`src/rtl/pfs_pkg.sv`:
```
// pin function setting package: shared widths, reset values and carriers
// assumes one system clock domain; no register bus, settings are ports
package pfs_pkg;

   // ---------------------------------------------------------------
   // port widths
   // ---------------------------------------------------------------
   localparam int PA_W = 8;
   localparam int PB_W = 4;
   localparam int PC_W = 6;
   localparam int PC_SEL_W = 2;

   // ---------------------------------------------------------------
   // reset values
   // ---------------------------------------------------------------
   localparam logic [PA_W-1:0] PA_RST = 8'h00;
   localparam logic [PB_W-1:0] PB_RST = 4'h0;
   localparam logic [PC_W-1:0] PC_RST = 6'h00;
   localparam logic [PC_SEL_W-1:0] PC_SEL_RST = 2'h0;

   // ---------------------------------------------------------------
   // implemented-bit masks (unimplemented bits read 0, ignore writes)
   // ---------------------------------------------------------------
   localparam logic [PA_W-1:0] PA_FS_MASK = 8'h80; // timer capture, pin 7
   localparam logic [PC_W-1:0] PC_FS_MASK = 6'h1F; // i2c + serial 0 pins
   localparam logic [PC_W-1:0] PC_OUT_FN  = 6'h1C; // serial 0 outputs
   localparam logic [PC_W-1:0] PC_OD_FN   = 6'h03; // i2c open drain pins
   localparam int PA_EXTERNAL_INTERRUPT_ONE_BIT = 5;
   localparam int PA_EXTERNAL_INTERRUPT_TWO_BIT = 6;
   localparam int PA_TCAP_BIT = 7;
   localparam int PC_EXTERNAL_INTERRUPT_FOUR_BIT = 5;

   // ---------------------------------------------------------------
   // carriers
   // ---------------------------------------------------------------
   // fields sized for the widest port; narrower ports keep upper bits 0
   typedef struct packed {
      logic [PA_W-1:0] data;
      logic [PA_W-1:0] oe;
      logic [PA_W-1:0] fsel;
      logic [PA_W-1:0] od;
      logic [PA_W-1:0] pu;
      logic [PA_W-1:0] pd;
      logic [PA_W-1:0] ie;
   } pfs_cfg_s;

   typedef struct packed {
      logic [PA_W-1:0] out;
      logic [PA_W-1:0] oe;
      logic [PA_W-1:0] pu;
      logic [PA_W-1:0] pd;
      logic [PA_W-1:0] ie;
   } pfs_pad_s;

endpackage

```
`src/rtl/pfs_pin_port.sv`:
```
// one generic port: settings registers, pad drive and input sampling
// assumes write strobes and data come from logic on the same clock
`timescale 1ns/10ps
module pfs_pin_port #(
   parameter int W = 8,
   parameter logic [W-1:0] FS_MASK = '0,
   parameter logic [W-1:0] OD_MASK = '1,
   parameter logic [W-1:0] PULL_MASK = '1
) (
   // clock and reset
   input  wire logic         clock,
   input  wire logic         reset_n,
   // settings writes
   input  wire logic         wr_en,
   input  wire pfs_pkg::pfs_cfg_s wr_cfg,
   // peripheral side
   input  wire logic [W-1:0] fn_out,
   input  wire logic [W-1:0] fn_oe,
   input  wire logic [W-1:0] fn_od,
   // pad
   input  wire logic [W-1:0] pad_in,
   // results
   output pfs_pkg::pfs_cfg_s rd_cfg,
   output pfs_pkg::pfs_pad_s pad,
   output logic [W-1:0]      pin_level
);
   import pfs_pkg::*;

   pfs_cfg_s        cfg_r, cfg_nxt;
   pfs_pad_s        pad_r, pad_nxt;
   logic [W-1:0]    sync1_r, sync2_r, lvl_r, lvl_nxt;

   // pins that exist on this port; all other carrier bits stay 0
   localparam logic [PA_W-1:0] PIN_MASK = PA_W'({W{1'b1}});

   // -----------------------------------------------------------------
   // settings
   // -----------------------------------------------------------------
   always_comb begin
      cfg_nxt = cfg_r;
      if (wr_en) begin
         cfg_nxt.data = wr_cfg.data & PIN_MASK; // RULE16
         cfg_nxt.oe   = wr_cfg.oe   & PIN_MASK; // RULE16
         cfg_nxt.fsel = wr_cfg.fsel & PA_W'(FS_MASK); // RULE16 RULE13
         cfg_nxt.od   = wr_cfg.od   & PA_W'(OD_MASK); // RULE16
         cfg_nxt.pu   = wr_cfg.pu   & PA_W'(PULL_MASK); // RULE16
         cfg_nxt.pd   = wr_cfg.pd   & PA_W'(PULL_MASK); // RULE16
         cfg_nxt.ie   = wr_cfg.ie   & PIN_MASK; // RULE16
      end
      // data bits of input pins show the sampled level; the new oe is
      // used so that data written together with oe is not lost
      cfg_nxt.data = (cfg_nxt.data & cfg_nxt.oe)
                   | (PA_W'(lvl_r) & ~cfg_nxt.oe); // RULE3 RULE4 RULE15
   end

   // -----------------------------------------------------------------
   // pad drive
   // -----------------------------------------------------------------
   always_comb begin
      logic [W-1:0] src, oe, od;
      src = '0;
      oe  = '0;
      od  = '0;
      for (int i = 0; i < W; i++) begin
         // function bit 0 keeps port control, 1 hands over the pin
         src[i] = cfg_r.fsel[i] ? fn_out[i] : cfg_r.data[i]; // RULE13
         oe[i]  = cfg_r.oe[i] & (cfg_r.fsel[i] ? fn_oe[i] : 1'b1); // RULE4
         od[i]  = cfg_r.od[i] | (cfg_r.fsel[i] & fn_od[i]);
      end
      pad_nxt     = '0;
      pad_nxt.out = PA_W'(src);
      // pseudo open drain: a high output turns the buffer off
      pad_nxt.oe  = PA_W'(oe & ~(od & src)); // RULE14
      pad_nxt.pu  = cfg_r.pu;
      pad_nxt.pd  = cfg_r.pd;
      pad_nxt.ie  = cfg_r.ie; // RULE5
      lvl_nxt     = sync2_r & cfg_r.ie[W-1:0]; // RULE3
   end

   always_ff @(posedge clock or negedge reset_n) begin
      if (!reset_n) begin
         cfg_r   <= '0; // RULE1 RULE2 RULE12
         pad_r   <= '0;
         sync1_r <= '0;
         sync2_r <= '0;
         lvl_r   <= '0;
      end else begin
         cfg_r   <= cfg_nxt;
         pad_r   <= pad_nxt;
         sync1_r <= pad_in;
         sync2_r <= sync1_r;
         lvl_r   <= lvl_nxt;
      end
   end

   assign rd_cfg    = cfg_r;
   assign pad       = pad_r;
   assign pin_level = lvl_r;

endmodule // pfs_pin_port

```
`src/rtl/pfs_top.sv`:
```
// pin function setting for ports a, b and c
// assumes settings arrive as same-clock write strobes, pads are external
//
// What this block does
// RULE1 - port a control bits reset to zero
// RULE2 - port c function and voltage bits reset
// RULE3 - input needs output off, input on
// RULE4 - output needs output on, input off
// RULE5 - analog input: no output, pulls, input
// RULE6 - interrupts need input only, no function
// RULE7 - timer capture via function bit pin seven
// RULE8 - i2c: function, output, open drain, input
// RULE9 - serial 0 via function, output, no input
// RULE10 - bus sense: input only, no function
// RULE11 - voltage select only on c pins zero, one
// RULE12 - port b plain only, reset zero
// RULE13 - function bit hands pin to peripheral
// RULE14 - open drain high disables buffer
// RULE15 - software waits after input enable
// RULE16 - unimplemented bits read zero, writes ignored
`timescale 1ns/10ps
module pfs_top
   import pfs_pkg::*;
(
   // clock and reset
   input  wire logic                   clock,
   input  wire logic                   reset_n,
   // settings writes, one strobe per port
   input  wire logic                   port_a_wr,
   input  wire logic                   port_b_wr,
   input  wire logic                   port_c_wr,
   input  wire pfs_pkg::pfs_cfg_s      wr_cfg,
   input  wire logic                   port_c_sel_wr,
   input  wire logic [pfs_pkg::PC_SEL_W-1:0] port_c_sel_wdata,
   // peripheral outputs on port c
   input  wire logic                   i2c_clock_out,
   input  wire logic                   i2c_data_out,
   input  wire logic                   serial0_tx_out,
   input  wire logic                   serial0_rx_out,
   input  wire logic                   serial0_clock_out,
   // pads
   input  wire logic [pfs_pkg::PA_W-1:0] port_a_pad_in,
   input  wire logic [pfs_pkg::PB_W-1:0] port_b_pad_in,
   input  wire logic [pfs_pkg::PC_W-1:0] port_c_pad_in,
   output pfs_pkg::pfs_pad_s           port_a_pad,
   output pfs_pkg::pfs_pad_s           port_b_pad,
   output pfs_pkg::pfs_pad_s           port_c_pad,
   output logic [pfs_pkg::PC_SEL_W-1:0] port_c_low_volt_r,
   // read back
   output pfs_pkg::pfs_cfg_s           port_a_cfg,
   output pfs_pkg::pfs_cfg_s           port_b_cfg,
   output pfs_pkg::pfs_cfg_s           port_c_cfg,
   // peripheral inputs
   output logic                        external_interrupt_one_r,
   output logic                        external_interrupt_two_r,
   output logic                        external_interrupt_four_r,
   output logic                        timer_capture_input_r,
   output logic                        bus_sense_r,
   output logic                        i2c_clock_in_r,
   output logic                        i2c_data_in_r,
   output logic [pfs_pkg::PA_W-1:0]    analog_enable_r
);

   // -----------------------------------------------------------------
   // ports
   // -----------------------------------------------------------------
   logic [PA_W-1:0] a_lvl;
   logic [PB_W-1:0] b_lvl;
   logic [PC_W-1:0] c_lvl;
   logic [PC_W-1:0] c_fn_out;
   logic [PC_SEL_W-1:0] sel_r, sel_nxt;
   logic ei1_nxt, ei2_nxt, ei4_nxt, tcap_nxt, vbus_nxt, scl_nxt, sda_nxt;
   logic [PA_W-1:0] ain_nxt;

   assign c_fn_out = {1'b0, serial0_clock_out, serial0_rx_out,
                      serial0_tx_out, i2c_data_out, i2c_clock_out};

   pfs_pin_port #(.W(PA_W), .FS_MASK(PA_FS_MASK)) u_port_a (
      .clock     (clock),
      .reset_n   (reset_n),
      .wr_en     (port_a_wr),
      .wr_cfg    (wr_cfg),
      .fn_out    ('0),
      .fn_oe     ('0),   // RULE7 capture is input only
      .fn_od     ('0),
      .pad_in    (port_a_pad_in),
      .rd_cfg    (port_a_cfg),
      .pad       (port_a_pad),
      .pin_level (a_lvl)
   );

   // port b carries no function select; open drain and pulls stay free
   pfs_pin_port #(.W(PB_W), .FS_MASK('0)) u_port_b (
      .clock     (clock),
      .reset_n   (reset_n),
      .wr_en     (port_b_wr),
      .wr_cfg    (wr_cfg),
      .fn_out    ('0),
      .fn_oe     ('0),
      .fn_od     ('0),
      .pad_in    (port_b_pad_in),
      .rd_cfg    (port_b_cfg),
      .pad       (port_b_pad),
      .pin_level (b_lvl)
   ); // RULE12

   // i2c pins may be released by the controller for a high level
   pfs_pin_port #(.W(PC_W), .FS_MASK(PC_FS_MASK)) u_port_c (
      .clock     (clock),
      .reset_n   (reset_n),
      .wr_en     (port_c_wr),
      .wr_cfg    (wr_cfg),
      .fn_out    (c_fn_out),
      .fn_oe     (PC_FS_MASK), // RULE9 RULE8
      .fn_od     (PC_OD_FN),   // RULE8
      .pad_in    (port_c_pad_in),
      .rd_cfg    (port_c_cfg),
      .pad       (port_c_pad),
      .pin_level (c_lvl)
   );

   // -----------------------------------------------------------------
   // peripheral input routing
   // -----------------------------------------------------------------
   always_comb begin
      sel_nxt = sel_r;
      if (port_c_sel_wr) begin
         sel_nxt = port_c_sel_wdata; // RULE11
      end
      // interrupts and bus sense need no function bit, only input on
      ei1_nxt  = a_lvl[PA_EXTERNAL_INTERRUPT_ONE_BIT]; // RULE6
      ei2_nxt  = a_lvl[PA_EXTERNAL_INTERRUPT_TWO_BIT]; // RULE6
      ei4_nxt  = c_lvl[PC_EXTERNAL_INTERRUPT_FOUR_BIT]; // RULE6
      vbus_nxt = c_lvl[PC_EXTERNAL_INTERRUPT_FOUR_BIT]; // RULE10
      tcap_nxt = a_lvl[PA_TCAP_BIT] & port_a_cfg.fsel[PA_TCAP_BIT]; // RULE7
      scl_nxt  = c_lvl[0] & port_c_cfg.fsel[0]; // RULE8
      sda_nxt  = c_lvl[1] & port_c_cfg.fsel[1]; // RULE8
      // analog path valid only with output, pulls and input all off
      ain_nxt  = ~(port_a_cfg.oe[PA_W-1:0] | port_a_cfg.pu[PA_W-1:0]
                 | port_a_cfg.pd[PA_W-1:0] | port_a_cfg.ie[PA_W-1:0]); // RULE5
   end

   always_ff @(posedge clock or negedge reset_n) begin
      if (!reset_n) begin
         sel_r                     <= PC_SEL_RST; // RULE2 RULE11
         external_interrupt_one_r  <= 1'b0;
         external_interrupt_two_r  <= 1'b0;
         external_interrupt_four_r <= 1'b0;
         timer_capture_input_r     <= 1'b0;
         bus_sense_r               <= 1'b0;
         i2c_clock_in_r            <= 1'b0;
         i2c_data_in_r             <= 1'b0;
         analog_enable_r           <= '0;
         port_c_low_volt_r         <= '0;
      end else begin
         sel_r                     <= sel_nxt;
         external_interrupt_one_r  <= ei1_nxt;
         external_interrupt_two_r  <= ei2_nxt;
         external_interrupt_four_r <= ei4_nxt;
         timer_capture_input_r     <= tcap_nxt;
         bus_sense_r               <= vbus_nxt;
         i2c_clock_in_r            <= scl_nxt;
         i2c_data_in_r             <= sda_nxt;
         analog_enable_r           <= ain_nxt;
         // voltage select does nothing when the pin is a plain output
         port_c_low_volt_r <= sel_nxt
            & ~(port_c_cfg.oe[PC_SEL_W-1:0]
                & ~port_c_cfg.fsel[PC_SEL_W-1:0]); // RULE11
      end
   end

endmodule // pfs_top

```
`config.mk`:
```
export PLATFORM = sky130hd
export DESIGN_NAME = pfs_top
export DESIGN_NICKNAME = d
export VERILOG_FILES = /design/src/rtl/pfs_pkg.sv /design/src/rtl/pfs_pin_port.sv /design/src/rtl/pfs_top.sv
export SDC_FILE = /design/constraint.sdc
export NUM_CORES = 1
export LEC_CHECK = 0
export BUFFER_PORTS_ARGS = -buffer_cell sky130_fd_sc_hd__buf_2
export CORE_UTILIZATION = 35
export DETAILED_ROUTE_END_ITERATION = 12
export PLACE_DENSITY = 0.62
export RECOVER_POWER = 25
export SETUP_SLACK_MARGIN = 0.4
export SLEW_MARGIN = 15
export SYNTH_ARGS = -nofsm -noshare
export SYNTH_HDL_FRONTEND = slang
export SYNTH_SLANG_ARGS = --single-unit
```
`constraint.sdc`:
```
create_clock -name clock -period 1.6 [get_ports clock]
set_input_delay 0.24 -clock clock [delete_from_list [all_inputs] [get_ports clock]]
set_output_delay 0.24 -clock clock [all_outputs]
set_load 0.01 [all_outputs]
```
==> impl_results.md <==
- Outcome: finished, final reports clean
- Post-synthesis simple-gate area fraction: 0.0273
- Final worst slack: 0.199 ns
- Share of post-route cells with drive strength above 1: 0.479
- Area Overhead vs Synth: 38.0%
- Critical-path maximum fanout: 5
- Yosys top cell area share: 0.680
- Leading area contributor after synthesis: dfrtp_1
- 1st-iter DRT viols: roughly 240
- Average via count per standard cell: ~4.2
- Data arrival, critical path: 1.16 ns
- Post-synthesis average cell area: roughly 16 um^2
- Critical path's slowest cell: dfrtp_1
- Compound-Gate Fraction of Synth Area: 0.0179
- CTS buffer count: 30
- All-Layer GR Usage: 0.157
- Combinational share of power: 0.159
- Clock Sinks: ~290
- Switching Power: about 0.0044 W
- Clock power share: 0.371
- Residual DRC: 0
- Die Ht: 176 um
- Max IR drop VDD: approximately 0.85 mV
- CTS HTree Levels: 1
- CTS tree: built
- Core Area: between 20,000 and 30,000 um^2
- Ranking of synthesized cells by area: dfrtp_1, buf_4, mux2_2, mux2i_1, mux2_4
- First-pass GRT wire length: about 38 mm
- Synthesized area: 10,600 um^2
- Die Area: between 30,000 and 40,000 um^2
- Worst-margin pin slew: about 0.69 ns
- CP startpoint kind: register
- Post-synthesis sequential area ratio: 0.680
- Row count: 63
- Nets: 1,234
- Adder-cell share of the synthesized area: 0
- Clock root cell: clkbuf_16
- DP Worst Slack: 0.384 ns
- Worst Path Class, Setup: register to primary output
- FFs w/ async S/R, synth: 1.00
- Mean routed wirelength per cell: approximately 16 um
- Period utilization: 0.876
- Final setup viols: 0
- Hold Path Class: input port to register
- Most numerous cell in the Yosys netlist: dfrtp_1
- Mapped Cells: approximately 680
- Post-synthesis register bit count: about 290
- Post-DRT Antenna Nets: 0
- F_max: about 710 MHz
- Pwr dens: between 1000 and 1500 nW/um^2
- Later-pin clock latency in the skew report: ~0.55 ns
- Hpwl dp: approximately 16 mm
- Hold Vio Cnt, Final: 0
- Post-synth EDFFs: 0
- Synth unique cells: 19
- DIE WIDTH: 176 um
- Gr ovfl total: 0
- Initial antenna violation count: 0
- Buf/Inv on CP: 1
- Sw Ratio: 0.251
- Max-slew headroom: 0.541
- CTS clk-pin slew, worst paths: 0.06 ns
- Hold WS: between 0.02 and 0.025 ns
- Wirelength, routed: 25.1 mm
- Leak: about 7.4 nW
- Gpl congestion: ~0.79
- Mux contribution to synthesized area: 0.159
- Yosys warns: 0
- Final Skew: roughly 0.0095 ns
- Xor and xnor area share after synthesis: 0
- Worst Setup End Kind: primary output
- Power Internal: between 0.01 and 0.015 W
- RSZ-0062 raised after global routing: yes
- Sequential Power Share: 0.470
- I/O Buffers: 317
- Minimum clock period: roughly 1.4 ns
- Top_reg_cell synth: dfrtp_1
- Crit-path cells: buf_6
- Fillcell total: between 2,000 and 3,000
- Max Root-Sink Buffers: 3
- Synth top cells by count: dfrtp_1, buf_4, mux2_2
- Max-Cap Viols: 0
- Inserted Diodes: 0
- Drt pass-1 iters: 4
- Starting Density: 0.357
- DR vias: roughly 6,600
- Max-slew violation count: 0
- Setup TNS Final: 0 ns
- Top delay family on crit path: flip-flops
- CP max stage delay: about 0.46 ns
- Pin count of the biggest net entering global routing: 51
- Req. time, crit path: 1.36 ns
- Number of global-route vias before repair: 6,698
- I/O pin cnt: a little under 400
- Largest family of logic cells by synthesized area: multiplexers
## cell usage in the layout (no fill, tap or decap), types with 2 or more instances in the layout
master         instances
dfrtp_1              278
buf_2                269
buf_4                 85
mux2_2                74
conb_1                72
dlygate4sd3_1         71
mux2i_1               54
buf_6                 47
clkbuf_1              45
clkbuf_16             31
and2_1                25
mux2_4                18
a21boi_0              17
dfrtp_2               10
nor4_1                 8
inv_1                  7
nand2_1                7
o21ai_0                7
nor2b_1                7
buf_12                 6
clkinv_2               5
mux2_1                 4
clkbuf_4               4
clkbuf_8               3
clkbuf_2               3
and2_0                 2
o311a_1                2
## logic make-up after synthesis
logic type | Yosys count
flops | 288
mux | 150
compound gates | 27
simple gates | 49
other cells | 1
buf+inv | 164
## area by class of cell
class	instances	area (um^2)	area share
Clock buffer	43	851	0.0581
Clock inverter	8	75.1	0.00513
Inverter	7	26.3	0.00180
Multi-Input combinational cell	298	2440	0.167
Sequential cell	288	7220	0.493
Tap cell	390	488	0.0333
Timing Repair Buffer	522	3540	0.242
## sequential cells by signal (all words and copies together) (netlist names), 8 cells and up, named ones only
register,flops
u_port_a.sync2_r,8
u_port_a.pin_level,8
analog_enable_r,8
u_port_a.pad,40
u_port_c.pad,30
u_port_b.rd_cfg,28
u_port_a.sync1_r,8
u_port_c.rd_cfg,39
u_port_b.pad,20
u_port_a.rd_cfg,41
## power groups by stage
stage | clock network (W) | registers [W] | logic, W
6_report | 0.00656 | 0.00832 | 0.00282
5_1_grt | 0.00705 | 0.00839 | 0.00305
4_1_cts | 0.00676 | 0.00832 | 0.00279
3_5_place_dp | 0 | 0.00855 | 0.00202
3_3_place_gp | 0 | 0.00853 | 0.00199
2_1_floorplan | 0 | 0.00863 | 0.00115
## metrics by stage
step	area (um^2)	util	std cells	total power (W)
after floorplan	10900	-	750	0.00978
after global placement	12000	0.404	1317	0.0105
after detailed placement	12000	0.404	1317	0.0106
after CTS	14500	0.489	1529	0.0179
after global routing	14600	0.493	1556	0.0185
final	14600	0.493	1556	0.0177
## worst paths after layout
check	startpoint	to	slack, ns	cells past startpoint
hold / removal	wr_cfg[54]	register	0.02	3
min in group asynchronous	reset_n	u_port_c.rd_cfg[44]	0.18	2
hold reg to reg	u_port_a.sync1_r[1]	u_port_a.sync2_r[1]	0.34	0
max in group asynchronous	reset_n	u_port_a.rd_cfg[16]	0.36	4
setup reg to reg	u_port_c.rd_cfg[36]	u_port_c.pad[28]	0.38	4
setup / recovery	u_port_a.rd_cfg[2]	port_a_cfg[2]	0.20	1
## metal layers
| layer | routed length (um) | vias up | track usage |
|---|---|---|---|
| met3 | 1540 | 41 | 0.0314 |
| met5 | 0 | - | 0 |
| met4 | 471 | 0 | 0.0388 |
| met2 | 12700 | 260 | 0.274 |
| li1 | - | 3001 | - |
| met1 | 10400 | 3298 | 0.199 |
## what timing repair did
action | in CTS | in global routing
hold buffers | 71 | 0
buffers inserted | 90 | 27
resized for setup | 51 | 15
setup endpoints to repair | 233 | 233
endpoints found under the hold margin | 333 | 0
Power figures use the tool's default switching activity.
